<file path="config.mk">
export PLATFORM = sky130hd
export DESIGN_NAME = mcw_comm_watchdog
export DESIGN_NICKNAME = d
export VERILOG_FILES = /design/src/common/mcw_pkg.sv /design/src/hdl/mcw_comm_watchdog.sv /design/src/hdl/mcw_tick_div.sv
export SDC_FILE = /design/constraint.sdc
export NUM_CORES = 1
export LEC_CHECK = 0
export ABC_AREA = 1
export ABC_CLOCK_PERIOD_IN_PS = 2600
export BUFFER_PORTS_ARGS = -buffer_cell sky130_fd_sc_hd__buf_2
export CORE_ASPECT_RATIO = 1.4
export CORE_MARGIN = 5
export CORE_UTILIZATION = 55
export DETAILED_ROUTE_END_ITERATION = 6
export PLACE_DENSITY = 0.76
export SLEW_MARGIN = 20
export SYNTH_ARGS = -nofsm -noshare
export SYNTH_HDL_FRONTEND = slang
export SYNTH_SLANG_ARGS = --single-unit
</file>
<file path="constraint.sdc">
create_clock -name clk -period 2.6 [get_ports clk]
set_clock_uncertainty 0.1 [all_clocks]
set_input_delay 0.52 -clock clk [delete_from_list [all_inputs] [get_ports clk]]
set_output_delay 0.52 -clock clk [all_outputs]
set_load 0.01 [all_outputs]
</file>
<file path="src/common/mcw_pkg.sv">
package mcw_pkg;

  // Register map, word addresses as the master sends them
  localparam logic [15:0] ADDR_STATUS = 16'h100C;
  localparam logic [15:0] ADDR_ELAPSED = 16'h1020;
  localparam logic [15:0] ADDR_LIMIT = 16'h1120;
  localparam logic [15:0] ADDR_UNLOCK = 16'h1121;
  localparam logic [15:0] ADDR_TYPE = 16'h1122;
  // I/O data image
  localparam logic [15:0] ADDR_IN_DATA = 16'h0000;
  localparam logic [15:0] ADDR_OUT_DATA = 16'h0800;

  // Field positions
  localparam int STATUS_FAULT_BIT = 15;

  // Reset values
  localparam logic [15:0] LIMIT_RST = 16'h03E8;
  localparam logic [15:0] TYPE_RST = 16'h0001;

  // Field values
  localparam logic [15:0] TYPE_READ_WRITE = 16'h0001;
  localparam logic [15:0] LIMIT_DISABLED = 16'h0000;
  localparam logic [15:0] UNLOCK_KEY_FIRST = 16'hBECF;
  localparam logic [15:0] UNLOCK_KEY_SECOND = 16'hAFFE;
  localparam logic [15:0] ELAPSED_MAX = 16'hFFFF;

  // Exception codes, zero means accepted
  localparam logic [7:0] EXC_NONE = 8'h00;
  localparam logic [7:0] EXC_ILLEGAL_ADDR = 8'h02;
  localparam logic [7:0] EXC_DEVICE_FAIL = 8'h04;

  // Time base
  localparam int unsigned CLK_PERIOD_NS = 20;
  localparam int unsigned MS_PERIOD_NS = 1000000;
  localparam int unsigned MS_CYCLES = MS_PERIOD_NS / CLK_PERIOD_NS;

  typedef struct packed {
    logic valid;
    logic write;
    logic [15:0] addr;
    logic [15:0] data;
  } mcw_req_type;

  typedef struct packed {
    logic valid;
    logic [7:0] exc;
    logic [15:0] data;
  } mcw_resp_type;

  typedef struct packed {
    logic watchdogOk;
    logic rx;
    logic tx;
    logic linkErr;
  } mcw_led_type;

  typedef struct packed {
    logic armed;
    logic fault;
    logic unlockHalf;
    logic [15:0] elapsed;
    logic [15:0] limit;
    logic [15:0] unlockVal;
    logic [15:0] wdType;
    logic [15:0] outImage;
    logic [15:0] termOut;
    mcw_resp_type resp;
    mcw_led_type led;
  } mcw_state_type;

  localparam mcw_state_type STATE_RST = '{
    armed: 1'b0, fault: 1'b0, unlockHalf: 1'b0, elapsed: 16'h0000,
    limit: LIMIT_RST, unlockVal: 16'h0000, wdType: TYPE_RST,
    outImage: 16'h0000, termOut: 16'h0000,
    resp: '{valid: 1'b0, exc: EXC_NONE, data: 16'h0000},
    led: '{watchdogOk: 1'b1, rx: 1'b0, tx: 1'b0, linkErr: 1'b0}
  };

  typedef struct packed {
    logic [31:0] count;
    logic tick;
  } mcw_div_state_type;

endpackage

</file>
<file path="src/hdl/mcw_comm_watchdog.sv">
`timescale 1ns/100ps
// Functional notes
// - Watchdog arms on first write to the output data; no timeout before that.
// - Type one: any received read or write restarts the elapsed count.
// - Type zero: only writes restart the count; reads do not.
// - Fault when elapsed count reaches or exceeds the limit.
// - Fault forces terminal outputs off until unlock or restart.
// - Limit in milliseconds, resets to 1000; zero disables the watchdog.
// - Limit writes refused with code 02 when armed or faulted; reads always work.
// - Status bit 15 shows the fault; cleared by a correct unlock sequence.
// - During fault, writes to I/O data get exception code 4.
// - Read-only register gives milliseconds since last restarting message.
// - Serial variant refuses I/O reads in fault; network variant serves input reads.
// - Coupler registers stay readable in any fault state; type and unlock stay writable, limit writes are refused.
// - Watchdog disabled and link quiet: outputs hold their last values.
// - Without output terminals the watchdog never arms.
// - Watchdog indicator lit while healthy; receive and transmit indicators follow activity.
// - Link-error indicator lit on data error or lost communication.
module mcw_comm_watchdog #(
  parameter int unsigned TICK_CYCLES = mcw_pkg::MS_CYCLES
) (
  input wire logic clk,
  input wire logic reset_n,
  input wire mcw_pkg::mcw_req_type req,
  input wire logic outputsPresent,
  input wire logic serialVariant,
  input wire logic [15:0] inputWord,
  input wire logic rxActive,
  input wire logic txActive,
  input wire logic dataError,
  output mcw_pkg::mcw_resp_type resp,
  output logic [15:0] terminalOut,
  output mcw_pkg::mcw_led_type leds
);

  mcw_pkg::mcw_state_type st_r;
  mcw_pkg::mcw_state_type st_nxt;
  logic msTick;

  mcw_tick_div #(
    .CYCLES(TICK_CYCLES)
  ) mcw_tick_div_inst (
    .clk(clk),
    .reset_n(reset_n),
    .tick(msTick)
  );

  // Whether a received message restarts the elapsed count
  function automatic logic restarts(input mcw_pkg::mcw_req_type r, input logic [15:0] wdType);
    restarts = r.valid && (r.write || (wdType == mcw_pkg::TYPE_READ_WRITE));
  endfunction

  // Whether the watchdog has run out
  function automatic logic expired(input mcw_pkg::mcw_state_type s);
    expired = s.armed && !s.fault && (s.limit != mcw_pkg::LIMIT_DISABLED) && (s.elapsed >= s.limit);
  endfunction

  always_comb
  begin
    st_nxt = st_r;
    st_nxt.resp = '0;
    st_nxt.resp.valid = req.valid;
    // Counting stops during fault; the count is meaningless until unlock
    if (st_r.armed && !st_r.fault)
    begin
      if (restarts(req, st_r.wdType))
      begin
        st_nxt.elapsed = 16'h0000;
      end
      else if (msTick && (st_r.elapsed != mcw_pkg::ELAPSED_MAX))
      begin
        st_nxt.elapsed = st_r.elapsed + 16'h0001;
      end
    end
    if (expired(st_r))
    begin
      st_nxt.fault = 1'b1;
    end
    if (req.valid)
    begin
      case (req.addr)
        mcw_pkg::ADDR_STATUS:
        begin
          if (req.write)
          begin
            st_nxt.resp.exc = mcw_pkg::EXC_ILLEGAL_ADDR;
          end
          else
          begin
            st_nxt.resp.data[mcw_pkg::STATUS_FAULT_BIT] = st_r.fault;
          end
        end
        mcw_pkg::ADDR_ELAPSED:
        begin
          if (req.write)
          begin
            st_nxt.resp.exc = mcw_pkg::EXC_ILLEGAL_ADDR;
          end
          else
          begin
            st_nxt.resp.data = st_r.elapsed;
          end
        end
        mcw_pkg::ADDR_LIMIT:
        begin
          if (!req.write)
          begin
            st_nxt.resp.data = st_r.limit;
          end
          else if (st_r.armed || st_r.fault)
          begin
            st_nxt.resp.exc = mcw_pkg::EXC_ILLEGAL_ADDR;
          end
          else
          begin
            st_nxt.limit = req.data;
          end
        end
        mcw_pkg::ADDR_UNLOCK:
        begin
          if (!req.write)
          begin
            st_nxt.resp.data = st_r.unlockVal;
          end
          else
          begin
            st_nxt.unlockVal = req.data;
            st_nxt.unlockHalf = 1'b0;
            if (req.data == mcw_pkg::UNLOCK_KEY_FIRST)
            begin
              st_nxt.unlockHalf = 1'b1;
            end
            else if ((req.data == mcw_pkg::UNLOCK_KEY_SECOND) && st_r.unlockHalf && st_r.fault)
            begin
              // Disarm too, so the next output write starts a fresh watchdog
              st_nxt.fault = 1'b0;
              st_nxt.armed = 1'b0;
              st_nxt.elapsed = 16'h0000;
            end
          end
        end
        mcw_pkg::ADDR_TYPE:
        begin
          if (req.write)
          begin
            st_nxt.wdType = req.data;
          end
          else
          begin
            st_nxt.resp.data = st_r.wdType;
          end
        end
        mcw_pkg::ADDR_IN_DATA:
        begin
          if (req.write)
          begin
            st_nxt.resp.exc = st_r.fault ? mcw_pkg::EXC_DEVICE_FAIL : mcw_pkg::EXC_ILLEGAL_ADDR;
          end
          else if (st_r.fault && serialVariant)
          begin
            st_nxt.resp.exc = mcw_pkg::EXC_DEVICE_FAIL;
          end
          else
          begin
            st_nxt.resp.data = inputWord;
          end
        end
        mcw_pkg::ADDR_OUT_DATA:
        begin
          if (!outputsPresent)
          begin
            st_nxt.resp.exc = mcw_pkg::EXC_ILLEGAL_ADDR;
          end
          else if (st_r.fault)
          begin
            st_nxt.resp.exc = mcw_pkg::EXC_DEVICE_FAIL;
          end
          else if (req.write)
          begin
            st_nxt.outImage = req.data;
            st_nxt.armed = 1'b1;
            st_nxt.elapsed = 16'h0000;
          end
          else
          begin
            st_nxt.resp.data = st_r.outImage;
          end
        end
        default:
        begin
          st_nxt.resp.exc = mcw_pkg::EXC_ILLEGAL_ADDR;
        end
      endcase
    end
    // Outputs change only on an accepted write, a fault or an unlock; a quiet link without fault holds them
    st_nxt.termOut = st_nxt.fault ? 16'h0000 : st_nxt.outImage;
    st_nxt.led.watchdogOk = !st_nxt.fault;
    st_nxt.led.rx = rxActive;
    st_nxt.led.tx = txActive;
    st_nxt.led.linkErr = dataError || st_nxt.fault;
  end

  always_ff @(posedge clk or negedge reset_n)
  begin
    if (!reset_n)
    begin
      st_r <= mcw_pkg::STATE_RST;
    end
    else
    begin
      st_r <= st_nxt;
    end
  end

  assign resp = st_r.resp;
  assign terminalOut = st_r.termOut;
  assign leds = st_r.led;
endmodule

</file>
<file path="src/hdl/mcw_tick_div.sv">
`timescale 1ns/100ps
module mcw_tick_div #(
  parameter int unsigned CYCLES = mcw_pkg::MS_CYCLES
) (
  input wire logic clk,
  input wire logic reset_n,
  output logic tick
);

  mcw_pkg::mcw_div_state_type st_r;
  mcw_pkg::mcw_div_state_type st_nxt;

  always_comb
  begin
    st_nxt = st_r;
    st_nxt.tick = 1'b0;
    if (st_r.count >= 32'(CYCLES - 1))
    begin
      st_nxt.count = 32'h0000_0000;
      st_nxt.tick = 1'b1;
    end
    else
    begin
      st_nxt.count = st_r.count + 32'h0000_0001;
    end
  end

  always_ff @(posedge clk or negedge reset_n)
  begin
    if (!reset_n)
    begin
      st_r <= '0;
    end
    else
    begin
      st_r <= st_nxt;
    end
  end

  assign tick = st_r.tick;

endmodule

</file>
Word level (Yosys, flattened, before mapping). Index checks and enable logic that the tools add are counted.

Bits in registers: 161. Bits of input ports: 57. Output and inout bits: 45. Word-level logic and storage cells: 117.

Add/sub/neg operators: 2. Magnitude comparators: 2. Equal/unequal tests: 16. Muxes and demuxes: 56. Bitwise logic cells: 1. Reductions and logical operators: 22.

Operators by type and width (number): $mux W16 (29); $pmux W15 S6 (1); $mux W82 (1); $eq A16 B13 Y1 const B (5); $pmux W8 S5 (1); $add A32 B1 Y32 const B (1); $eq A16 B16 Y1 const B (2); $ge A32 B16 Y1 const B (1); $mux W32 (1); $pmux W16 S2 (1); $mux W24 (1); $mux W19 (1); $add A16 B1 Y16 const B (1); $eq A16 B1 Y1 const B (1); $eq A16 B12 Y1 const B (1); $ge A16 B16 Y1 (1); $logic_not A16 Y1 (1); $ne A16 B16 Y1 const B (1); $reduce_bool A16 Y1 (1); $mux W3 (5); $mux W2 (6); $ne A2 B2 Y1 const B (6); $logic_and A1 B1 Y1 (8); $reduce_and A8 Y1 (1); other kinds (10) (21).

Depth between registers and ports, before layout. Gate-level depths: netlist of run 1.

Word-level depth: 11. Depth in mapped cells: 13.

Cells and area by module. A second synthesis of run 1 with hierarchy kept.

Cells, all modules: 1057. Area total of the unflattened synthesis: 8439.3 um2.

By module, submodules not included: mcw_comm_watchdog (times used 1, cells an instance 909, area an instance 7058.0 um2, seq. area each 3062.9 um2); mcw_tick_div (times used 1, cells an instance 148, area an instance 1381.3 um2, seq. area each 825.8 um2).

Worst setup path before layout of run 1. No wires, ideal clock.

Path type: input port to flip-flop. Start: input port req[25] (netlist bit). End: register st_r (netlist bit terminalOut[7]). Arrival: 1747 ps. Data required time: 2379 ps. Path slack: 631 ps. Stages on the path: 11. Path buffers: 1. Cells stage by stage: nor2_1 > nand3b_1 > nor2_1 > nand2_2 > nor3_4 > nand2_4 > buf_2 > nand2_1 > o21ai_2 > inv_1 > nor2_1.

RTL lines: start: declaration (line mcw_comm_watchdog.sv:24) `input wire mcw_pkg::mcw_req_type req,`; end signal: assignment (line mcw_comm_watchdog.sv:207) `st_r <= mcw_pkg::STATE_RST;`; end signal: assignment (line mcw_comm_watchdog.sv:211) `st_r <= st_nxt;`; end: declaration (line mcw_comm_watchdog.sv:36) `mcw_pkg::mcw_state_type st_r;`.

==> results.md, run 1 <==
* Final period demand of the worst path at 2.19 ns
* Final weighted congestion in routability-driven placement at a little over 0.9
* Number of levels the H-tree was split into at 4
* Synthesized cell area at just under 0.008 mm^2
* Cell with the biggest individual delay on the critical path: sky130_fd_sc_hd__dfstp_2
* # setup viols final at 0
* Worst voltage drop across the vdd grid at around 0.00040 V
* Share of the clock period used by the worst path after layout at 0.841
* Tightest Hold Check Type: primary input to register
* Setup WS post-layout at slightly above 0.4 ns
* Data arrival time at the worst-slack endpoint at roughly 2.4 ns
* Required time worst endpoint at roughly 2.8 ns
* Commonest cells post-synth: sky130_fd_sc_hd__nand2_1, sky130_fd_sc_hd__dfrtp_1, sky130_fd_sc_hd__nor2_1
* Placed wire-length estimate after detailed placement at 13,900 um
* Worst setup slack after placement at roughly 0.13 ns
* Postcts setup bufs at 0
* Number of antenna violations at the first check in global routing at 0
* Worst slew margin at 0.561
* Worst R2R Setup Slack at 0.41 ns
* Effective utilization at floorplan at 0.560
* Number of global-route vias before repair at roughly 6.5k
* Kind of end point of the critical path: register
* Number of gates resized after cts at 0
* Highest attainable clock frequency at 457 MHz
* Switching pwr at around 1.2 mW
* Clock transition at the register clock pins on the worst setup and hold paths after CTS at ~0.060 ns
* Root buffer cell: sky130_fd_sc_hd__clkbuf_16
* Ordered list of cells on the worst path: inv_1 > ha_1 > nand2_1 > nor3_1 > nand3_1 > nand3_1 > nand2_1 > nand2_2 > buf_4 > nor2_1
* Most common flop cell mapped by yosys: sky130_fd_sc_hd__dfrtp_1
* Global-route met1 utilization at 0.279
* Vias per cell at about 5.2
* Mean routed wirelength per cell at between 10 and 15 um
* TritonRoute pass-1 iters at 5
* Total of fill cells in the finished design at between 1k and 1.5k
* Most frequent cell after synthesis: sky130_fd_sc_hd__nand2_1
* Die Y-Extent at around 150 um
* Critical setup path kind: register to register
* Overall via count from detail_route at 6,436
* Sort of element at the start of the critical path: register
* Area growth, synth to finish at 13.8%
* Clk sinks at 155
* Met3 track demand over resource at 0.0504
* Endpoints failing hold at 0
* Row count at between 50 and 60
* Nets at about 1.1k
* Wire length of the first global-routing pass at just over 30,000 um
* Cell taking the most area after synthesis: sky130_fd_sc_hd__dfrtp_1
* GR peak layer: met2
* Sw frac at 0.234
* M2 GR Usage at 0.401
* Largest net degree at the start of global routing at 49
* Highest cell delay on the worst timing path at 0.54 ns
* Clock latency at the later pin of the worst-skew pair at roughly 0.42 ns
* Number of buffers on the longest clock path at 2
* Leading post-synthesis cells by cell area: sky130_fd_sc_hd__dfrtp_1, sky130_fd_sc_hd__nand2_1, sky130_fd_sc_hd__nor2_1
* Routed WL at approximately 19,000 um
* Transition time at the pin with the least slew margin at 0.658 ns
* Mean Syn Cell Area at roughly 8.2 um^2
* Width of the chip at 111 um
* Synth Register Bits at ~160
* Unrepaired setup endpoints after global routing: no
* Register share of total power at 0.496
* Layout Cells excl Fill at about 1.2k
* Total gr overflow at 0
* Power density normalized to cell area at between 500 and 600 mW/mm^2
* Number of hold buffers added after cts at 1
* I/O Buffers at 95
* Max-cap viol count at 0
* Async set or reset register ratio after synthesis at 1.00
* Combinational power share at 0.047
* Floorplan core area at around 0.014 mm^2
* Part of the total power dissipated in the clock network at 0.457
* Total internal power at around 3.8 mW
* Cts bufs inserted at 17
* Library cells used by synthesis at between 40 and 50
* Placed insts at 1,206
* Share of the synthesized area in the top cell type at 0.470
* GRT Resource Usage Total at 0.234
* Share of post-route cells with drive strength above 1 at 0.184
* Sequential-to-total area share from yosys stat at 0.497
* Total negative slack for setup checks at 0 ns
* P_leak at around 4.5 nW
* Top-level port count at between 100 and 150
* Final antenna-violating net count at 0
* Number of enable flip-flop cells after synthesis at 0
* Cells after Synth at 951
* Highest net fanout along the worst path at 14
* Area of the die at about 0.017 mm^2
* Run status: finished, final reports clean
* Violation count after the first detailed-route iteration at ~370
* # DRC at 0
* Number of warnings printed during yosys synthesis at 0
* Count of antenna diodes in the layout at 0
* Clock tree from TritonCTS: done
* Number of max-slew violations in the final report at 0
* Worst hold slack at 0.101 ns
## logic make-up after synthesis
group / synth area share
simple gates: 0.271
buf+inv: 0.104
flops: 0.497
compound gates: 0.0780
fa+ha+maj: 0.0288
xor+xnor: 0.0190
other cells: 0.000479
mux: 0.00128
## per-layer routing
metal | vias to the layer above | wire, um | part of all wire
met5 | - | 0 | 0
met4 | 0 | 680 | 0.037
met3 | 51 | 893 | 0.048
met2 | 204 | 9310 | 0.50
met1 | 3015 | 7680 | 0.41
li1 | 3166 | - | -
## power groups by stage
stage	sequential [mW]	clock [mW]	combinational [mW]
after CTS	2.46	2.30	0.236
final	2.46	2.26	0.233
after global placement	2.50	0	0.229
after detailed placement	2.50	0	0.234
after global routing	2.46	2.42	0.267
after floorplan	2.50	0	0.102
## worst max-delay path: cells and delay by family (launching register included)
kind	cells	cell delay, ns
fa+ha+maj	1	0.30
buf+inv	2	0.29
flops	1	0.54
simple gates	7	0.82
## state kept, by name, summed over array words and instances (netlist names)
name and flops:
leds 4, mcw_tick_div_inst.st_r 32, mcw_tick_div_inst.tick 1, resp 19, st_r 83, terminalOut 16
## area by class of cell
class,count,area (um^2),area share
clock inverter,12,88.8,0.00997
tap,185,231,0.0260
inverter,97,364,0.0409
clock buffer,20,457,0.0513
timing repair buffer,119,677,0.0760
sequential,155,3890,0.436
multi-input combinational,652,3200,0.359
## per-stage QoR
step	power [mW]	area, um^2	util
final	4.95	8910	0.638
after global routing	5.15	8910	0.638
after CTS	5.00	8900	0.637
after detailed placement	2.73	8350	0.597
after global placement	2.73	8340	0.597
after floorplan	2.60	7910	-
## path summary, 6_finish.rpt
kind,from,end,cells past startpoint
setup / recovery,st_r[102]$_DFFE_PN1P_,terminalOut[11]$_DFF_PN0_,10
hold / removal,rxActive,leds[2]$_DFF_PN0_,1
setup reg to reg,st_r[102]$_DFFE_PN1P_,terminalOut[11]$_DFF_PN0_,10
hold reg to reg,mcw_tick_div_inst.st_r[1]$_DFF_PN0_,mcw_tick_div_inst.st_r[1]$_DFF_PN0_,1
max in group asynchronous,reset_n,leds[3]$_DFF_PN1_,3
min in group asynchronous,reset_n,resp[24]$_DFF_PN0_,2
## layout by cell type (no fill, tap or decap), types with 14 or more instances in the layout
cell type,synthesis,final
sky130_fd_sc_hd__a21oi_1,15,15
sky130_fd_sc_hd__buf_2,11,94
sky130_fd_sc_hd__buf_4,45,21
sky130_fd_sc_hd__clkbuf_16,0,17
sky130_fd_sc_hd__conb_1,1,22
sky130_fd_sc_hd__dfrtp_1,147,147
sky130_fd_sc_hd__ha_1,18,18
sky130_fd_sc_hd__inv_1,91,91
sky130_fd_sc_hd__nand2_1,247,247
sky130_fd_sc_hd__nand3_1,48,48
sky130_fd_sc_hd__nand4_1,20,20
sky130_fd_sc_hd__nor2_1,110,110
sky130_fd_sc_hd__nor3_1,29,29
sky130_fd_sc_hd__o21ai_0,70,70
sky130_fd_sc_hd__o21ai_2,14,14
Power figures use the tool's default switching activity.
==> inputs of run 2 (changes only) <==
- ABC_CLOCK_PERIOD_IN_PS: 2600 -> 1920
- CORE_UTILIZATION: 55 -> 53
- PLACE_DENSITY: 0.76 -> 0.77
- clock period: 2.6 -> 1.92 ns (I/O delays scaled with it)
==> run 2 against run 1 <==
  * The flow now finishes with violations (setup timing)
  * Die area up 3.5%
  * Final cell count up 8.8%
  * Combinational power is 85% higher
  * Flip-flop and latch count unchanged
  * Hold slack got worse by 0.077 ns
  * Sequential share of layout area shrank 5.5 points
  * Non-clock buffer count rose by 105
  * Core utilization rose by 6.5 points
  * Critical path type unchanged
  * Largest cell class unchanged
==> results.md, run 2 (synthesized netlist as in run 1, its figures left out) <==
* Run status: finished with violations (was finished, final reports clean)
* Failing checks: setup timing
* Gate family responsible for the most delay along the worst path: compound AO/OA/AOI/OAI gates (was simple AND/OR/NAND/NOR gates)
* Final std cell area, no fill at 0.0102 mm^2 (was 0.00891 mm^2)
* Violation count after the first detailed-route iteration at 592 (was 374)
* Layout Cells excl Fill at 1,349 (was 1,240)
* CP bufs+invs at 2 (unchanged)
* Area growth, synth to finish at 30.2% (was 13.8%)
* Cell type with the highest occurrence count on the critical path: sky130_fd_sc_hd__a21oi_2
* Final antenna-violating net count at 0 (unchanged)
* Sort of element at the start of the critical path: register (unchanged)
* Unrepaired setup endpoints after global routing: yes (was no)
* Top library cells by usage in the layout, fill and taps aside: sky130_fd_sc_hd__nand2_1, sky130_fd_sc_hd__dfrtp_1, sky130_fd_sc_hd__buf_4 (was sky130_fd_sc_hd__nand2_1, sky130_fd_sc_hd__dfrtp_1, sky130_fd_sc_hd__nor2_1)
* Effective utilization at floorplan at 0.539 (was 0.560)
* Area of the multi-input gates at 0.00345 mm^2 (was 0.00320 mm^2)
* Top-level port count at 102 (unchanged)
* # setup viols final at 18 (was 0)
* Largest net degree at the start of global routing at 45 (was 49)
* Root buffer cell: sky130_fd_sc_hd__clkbuf_16 (unchanged)
* Routed WL at 21,600 um (was 18,600 um)
* Number of buffers on the longest clock path at 2 (unchanged)
* Number of levels the H-tree was split into at 4 (unchanged)
* Max-cap viol count at 0 (unchanged)
* Row count at 52 (was 51)
* Largest register FFs at 83 (unchanged)
* TritonRoute pass-1 iters at 5 (unchanged)
* Die Y-Extent at 154 um (was 151 um)
* Ordered list of cells on the worst path: inv_1 > ha_1 > a21oi_2 > o21ai_0 > a21oi_2 > nand3_2 > nand2_4 > nand2_8 > buf_12 > nor2_2 (was inv_1 > ha_1 > nand2_1 > nor3_1 > nand3_1 > nand3_1 > nand2_1 > nand2_2 > buf_4 > nor2_1)
* Mean routed wirelength per cell at 16.0 um (was 15.0 um)
* Data arrival time at the worst-slack endpoint at 2.28 ns (was 2.39 ns)
* Clock tree from TritonCTS: done (unchanged)
* Critical setup path kind: register to register (unchanged)
* Number of antenna violations at the first check in global routing at 0 (unchanged)
* Vias per cell at 5.30 (was 5.19)
* Share of post-route cells with drive strength above 1 at 0.302 (was 0.184)
* Floorplan core area at 0.0145 mm^2 (was 0.0140 mm^2)
* Worst R2R Setup Slack at -0.1 ns (was 0.41 ns)
* Clock transition at the register clock pins on the worst setup and hold paths after CTS at 0.07 ns (was 0.06 ns)
* Endpoints failing hold at 0 (unchanged)
* Power, Total at 7.24 mW (was 4.95 mW)
* Worst hold slack at 0.0244 ns (was 0.101 ns)
* Number of max-slew violations in the final report at 0 (unchanged)
* Highest attainable clock frequency at 496 MHz (was 457 MHz)
* Area of the die at 0.0173 mm^2 (was 0.0167 mm^2)
* Width of the chip at 113 um (was 111 um)
* Tightest Hold Check Type: primary input to register (unchanged)
* Power density normalized to cell area at 711 mW/mm^2 (was 556 mW/mm^2)
* Overall via count from detail_route at 7,150 (was 6,436)
* Number of global-route vias before repair at 7,272 (was 6,470)
* Highest net fanout along the worst path at 7 (was 14)
* Setup WS post-layout at -0.0958 ns (was 0.414 ns)
* Highest cell delay on the worst timing path at 0.36 ns (was 0.54 ns)
* Cell with the biggest individual delay on the critical path: sky130_fd_sc_hd__dfrtp_1 (was sky130_fd_sc_hd__dfstp_2)
* Final weighted congestion in routability-driven placement at 0.917 (about the same)
* P_leak at 5.11 nW (was 4.49 nW)
* Worst voltage drop across the vdd grid at 0.000759 V (was 0.000402 V)
* I/O Buffers at 95 (unchanged)
* Clk sinks at 155 (unchanged)
* Cts bufs inserted at 17 (unchanged)
* DP Area at 0.00919 mm^2 (was 0.00835 mm^2)
* Biggest register: st_r (unchanged)
* Count of antenna diodes in the layout at 0 (unchanged)
* Total negative slack for setup checks at -1.36 ns (was 0 ns)
* Wire length of the first global-routing pass at 35,000 um (was 30,900 um)
* Placed insts at 1,305 (was 1,206)
* Share of the clock period used by the worst path after layout at 1.05 (was 0.841)
* # DRC at 0 (unchanged)
* Final period demand of the worst path at 2.02 ns (was 2.19 ns)
* Total gr overflow at 0 (unchanged)
* Most common cell after layout, fill and taps aside: sky130_fd_sc_hd__nand2_1 (unchanged)
* Combined flip-flop and latch cell area at 0.00389 mm^2 (about the same)
* Kind of end point of the critical path: register (unchanged)
* Total of fill cells in the finished design at 1,054 (was 1,212)
* GRT Resource Usage Total at 0.255 (was 0.234)
* Nets at 1,222 (was 1,117)
* Required time worst endpoint at 2.19 ns (was 2.81 ns)
* Clock latency at the later pin of the worst-skew pair at 0.43 ns (was 0.42 ns)
* Placed wire-length estimate after detailed placement at 15,100 um (was 13,900 um)
## run 2: area by class of cell
| type | instances | area share |
|---|---|---|
| timing repair buffer | 224 | 0.160 |
| multi-input combinational | 652 | 0.339 |
| tap | 189 | 0.0232 |
| clock inverter | 14 | 0.0171 |
| clock buffer | 18 | 0.0431 |
| inverter | 97 | 0.0357 |
| sequential | 155 | 0.382 |
## run 2: final timing paths
kind                            depth (start not counted)                                 from                                   to
worst max-delay path                                   10                st_r[106]$_DFFE_PN0P_            terminalOut[12]$_DFF_PN0_
worst min-delay path                                    1                              req[33]                   resp[24]$_DFF_PN0_
worst max register to register                         10                st_r[106]$_DFFE_PN0P_            terminalOut[12]$_DFF_PN0_
worst min register to register                          1  mcw_tick_div_inst.st_r[1]$_DFF_PN0_  mcw_tick_div_inst.st_r[1]$_DFF_PN0_
max in group asynchronous                               3                              reset_n  mcw_tick_div_inst.st_r[9]$_DFF_PN0_
min in group asynchronous                               2                              reset_n                   resp[17]$_DFF_PN0_
## run 2: where the power goes
part	internal, mW	switching (mW)
combinational	0.174	0.257
clock	2.01	1.48
sequential	3.30	0.0215
## run 2: worst register-to-register path: cells and delay by family (launching register included)
kind	cells	cell delay, ns
and+or+nand+nor	4	0.43
AOI/OAI and AO/OA	3	0.47
DFF	1	0.36
buffers and inverters	2	0.24
adders and majority gates	1	0.35
## run 2: what timing repair did
item | in CTS | in global routing
buffers inserted | 3 | 5
hold buffers | 3 | 0
endpoints found under the hold margin | 40 | 0
setup endpoints to repair | 31 | 33
cloned | 1 | 0
pin swaps | 20 | 17
resized for setup | 39 | 33
## run 2: per-stage QoR
step	setup slack [ns]	util
finish	-0.0958	0.702
floorplan	0.0152	-
detailed placement	-0.365	0.633
global placement	-0.230	0.633
global route	-0.139	0.702
CTS	-0.0247	0.692
## run 2: per-layer routing
metal / part of all wire / GRT usage / up-vias
met5: 0 / 0 / -
met4: 0.047 / 0.132 / 0
met3: 0.066 / 0.0472 / 83
met2: 0.50 / 0.425 / 346
met1: 0.39 / 0.314 / 3340
li1: - / - / 3381
==> inputs of run 3 (changes only) <==
- ABC_CLOCK_PERIOD_IN_PS: 1920 -> 2500
- CORE_UTILIZATION: 53 -> 55
- PLACE_DENSITY: 0.77 -> 0.76
- clock period: 1.92 -> 2.5 ns (I/O delays scaled with it)
==> run 3 against run 2 <==
  * The run now ends clean
  * Setup slack better by 0.42 ns
  * Non-clock buffer count down 102
  * Core utilization down 5.7 points
  * Count of clock-buffer cells in the layout grew 4
  * Clock power is 26% lower
  * Wire length is 13% lower
  * Power fell by 26%
  * Design area fell by 11%
  * Fmax decreased by 7.4%
  * Flip-flop and latch count is the same
  * Critical path depth up 2
==> results.md, run 3 (synthesized netlist as in run 1, its figures left out) <==
* Worst R2R Setup Slack at 0.32 ns (was -0.1 ns)
* Effective utilization at floorplan at 0.560 (was 0.539)
* Vias per cell at 5.20 (was 5.30)
* Worst slew margin at 0.544
* Nets at 1,120 (was 1,222)
* Endpoints failing hold at 0 (unchanged)
* WP depth at 12 (was 10)
* Tightest Hold Check Type: primary input to register (unchanged)
* Most common cell after layout, fill and taps aside: sky130_fd_sc_hd__nand2_1 (unchanged)
* Count of antenna diodes in the layout at 0 (unchanged)
* Critical setup path kind: register to register (unchanged)
* Highest cell delay on the worst timing path at 0.56 ns (was 0.36 ns)
* Number of hold buffers added after cts at 1 (was 3)
* Transition time at the pin with the least slew margin at ~0.68 ns
* Area growth, synth to finish at 15.3% (was 30.2%)
* Highest net fanout along the worst path at 14 (was 7)
* Max-cap viol count at 0 (unchanged)
* Cell type with the highest occurrence count on the critical path: sky130_fd_sc_hd__nand2_1 (was sky130_fd_sc_hd__a21oi_2)
* Number of max-slew violations in the final report at 0 (unchanged)
* Total gr overflow at 0 (unchanged)
* Reg-to-Reg End: terminalOut[7]$_DFF_PN0_ (was terminalOut[12]$_DFF_PN0_)
* TritonRoute pass-1 iters at 5 (unchanged)
* Number of cells on the worst reg-to-reg path at 12 (was 10)
* Width of the chip at 111 um (was 113 um)
* Mean routed wirelength per cell at 15.1 um (was 16.0 um)
* Floorplan core area at 0.0140 mm^2 (was 0.0145 mm^2)
* Number of gates resized after cts at 0 (was 39)
* Worst voltage drop across the vdd grid at 0.000417 V (was 0.000759 V)
* Sort of element at the start of the critical path: register (unchanged)
* Layout Cells excl Fill at 1,243 (was 1,349)
* Data arrival time at the worst-slack endpoint at 2.39 ns (was 2.28 ns)
* Worst setup slack after placement at 0.182 ns (was -0.365 ns)
* Largest register FFs at 83 (unchanged)
* Power density normalized to cell area at 597 mW/mm^2 (was 711 mW/mm^2)
* Highest attainable clock frequency at 459 MHz (was 496 MHz)
* Clock transition at the register clock pins on the worst setup and hold paths after CTS at 0.06 ns (was 0.07 ns)
* Placed insts at 1,210 (was 1,305)
* Hold path start: rxActive (was req[33])
* Cts bufs inserted at 17 (unchanged)
* Routed WL at 18,700 um (was 21,600 um)
* Postcts setup bufs at 0 (was 3)
* Clock tree from TritonCTS: done (unchanged)
* Clk sinks at 155 (unchanged)
* Die Y-Extent at 151 um (was 154 um)
* Number of global-route vias before repair at 6,461 (was 7,272)
* Row count at 51 (was 52)
* Ordered list of cells on the worst path: inv_1 > ha_1 > nand2_1 > o21ai_0 > nand2_1 > nand2_1 > nand2_1 > nand3_1 > nand2_1 > nand2_2 > buf_4 > nor2_1 (was inv_1 > ha_1 > a21oi_2 > o21ai_0 > a21oi_2 > nand3_2 > nand2_4 > nand2_8 > buf_12 > nor2_2)
* CP bufs+invs at 2 (unchanged)
* Placed wire-length estimate after detailed placement at 13,900 um (was 15,100 um)
* Hold worst-path end: leds[2]$_DFF_PN0_ (was resp[24]$_DFF_PN0_)
* Hold Path Depth at 1 (unchanged)
* Setup WS post-layout at 0.322 ns (was -0.0958 ns)
* Number of antenna violations at the first check in global routing at 0 (unchanged)
* Share of the clock period used by the worst path after layout at 0.871 (was 1.05)
* Number of levels the H-tree was split into at 4 (unchanged)
* # DRC at 0 (unchanged)
* Top library cells by usage in the layout, fill and taps aside: sky130_fd_sc_hd__nand2_1, sky130_fd_sc_hd__dfrtp_1, sky130_fd_sc_hd__nor2_1 (was sky130_fd_sc_hd__nand2_1, sky130_fd_sc_hd__dfrtp_1, sky130_fd_sc_hd__buf_4)
* GRT Resource Usage Total at 0.235 (was 0.255)
* Final period demand of the worst path at 2.18 ns (was 2.02 ns)
* Run status: finished, final reports clean (was finished with violations)
* Kind of end point of the critical path: register (unchanged)
* Clock latency at the later pin of the worst-skew pair at 0.43 ns (about the same)
* Cell with the biggest individual delay on the critical path: sky130_fd_sc_hd__dfstp_2 (was sky130_fd_sc_hd__dfrtp_1)
* P_leak at 4.53 nW (was 5.11 nW)
* Unrepaired setup endpoints after global routing: no (was yes)
* Wire length of the first global-routing pass at 31,100 um (was 35,000 um)
* Required time worst endpoint at 2.71 ns (was 2.19 ns)
* Number of buffers on the longest clock path at 2 (unchanged)
* Violation count after the first detailed-route iteration at 396 (was 592)
* Total negative slack for setup checks at 0 ns (was -1.36 ns)
* I/O Buffers at 95 (unchanged)
* Area of the die at 0.0167 mm^2 (was 0.0173 mm^2)
* # setup viols final at 0 (was 18)
* Overall via count from detail_route at 6,462 (was 7,150)
* Worst reg2reg path startpoint: st_r[96]$_DFFE_PN1P_ (was st_r[106]$_DFFE_PN0P_)
* Final antenna-violating net count at 0 (unchanged)
* Share of post-route cells with drive strength above 1 at 0.184 (was 0.302)
* Biggest register: st_r (unchanged)
* Largest net degree at the start of global routing at 44 (was 45)
* Gate family responsible for the most delay along the worst path: simple AND/OR/NAND/NOR gates (was compound AO/OA/AOI/OAI gates)
* Root buffer cell: sky130_fd_sc_hd__clkbuf_16 (unchanged)
* Final weighted congestion in routability-driven placement at 0.904 (was 0.917)
* Top-level port count at 102 (unchanged)
## run 3: through the flow
stage	instance area [um^2]	hold slack, ns	utilization	total power, mW
after global placement	8410	0.345	0.602	2.84
final	9020	0.0771	0.645	5.38
after floorplan	7910	0.104	-	2.70
after global routing	9020	0.0595	0.645	5.58
after detailed placement	8410	0.342	0.602	2.85
after CTS	9020	0.0640	0.645	5.42
## run 3: layer usage
layer,up-vias,part of all wire,GRT usage
met5,-,0,0
met4,0,0.038,0.126
met3,48,0.054,0.0576
met2,212,0.50,0.395
met1,3035,0.41,0.281
li1,3167,-,-
## run 3: worst max-delay path by stage
stage | startpoint | to | slack [ns]
floorplan | req[25] | terminalOut[7]$_DFF_PN0_ | 0.55
global placement | req[1] | st_r[114]$_DFF_PN0_ | 0.14
detailed placement | req[1] | st_r[114]$_DFF_PN0_ | 0.18
CTS | st_r[102]$_DFFE_PN1P_ | terminalOut[7]$_DFF_PN0_ | 0.29
global route | st_r[96]$_DFFE_PN1P_ | terminalOut[15]$_DFF_PN0_ | 0.09
finish | st_r[96]$_DFFE_PN1P_ | terminalOut[7]$_DFF_PN0_ | 0.32
## run 3: layout make-up
class / instances / area (um^2)
Timing Repair Buffer: 122 / 737
Clock buffer: 22 / 464
Multi-Input combinational cell: 652 / 3200
Tap cell: 185 / 231
Sequential cell: 155 / 3890
Inverter: 97 / 364
Clock inverter: 10 / 131
Fill cell: 1181 / 4950
## run 3: report_power, final
part	switching, mW	internal [mW]	total (mW)
combinational	0.163	0.0836	0.247
clock	1.04	1.54	2.58
sequential	0.0205	2.54	2.56
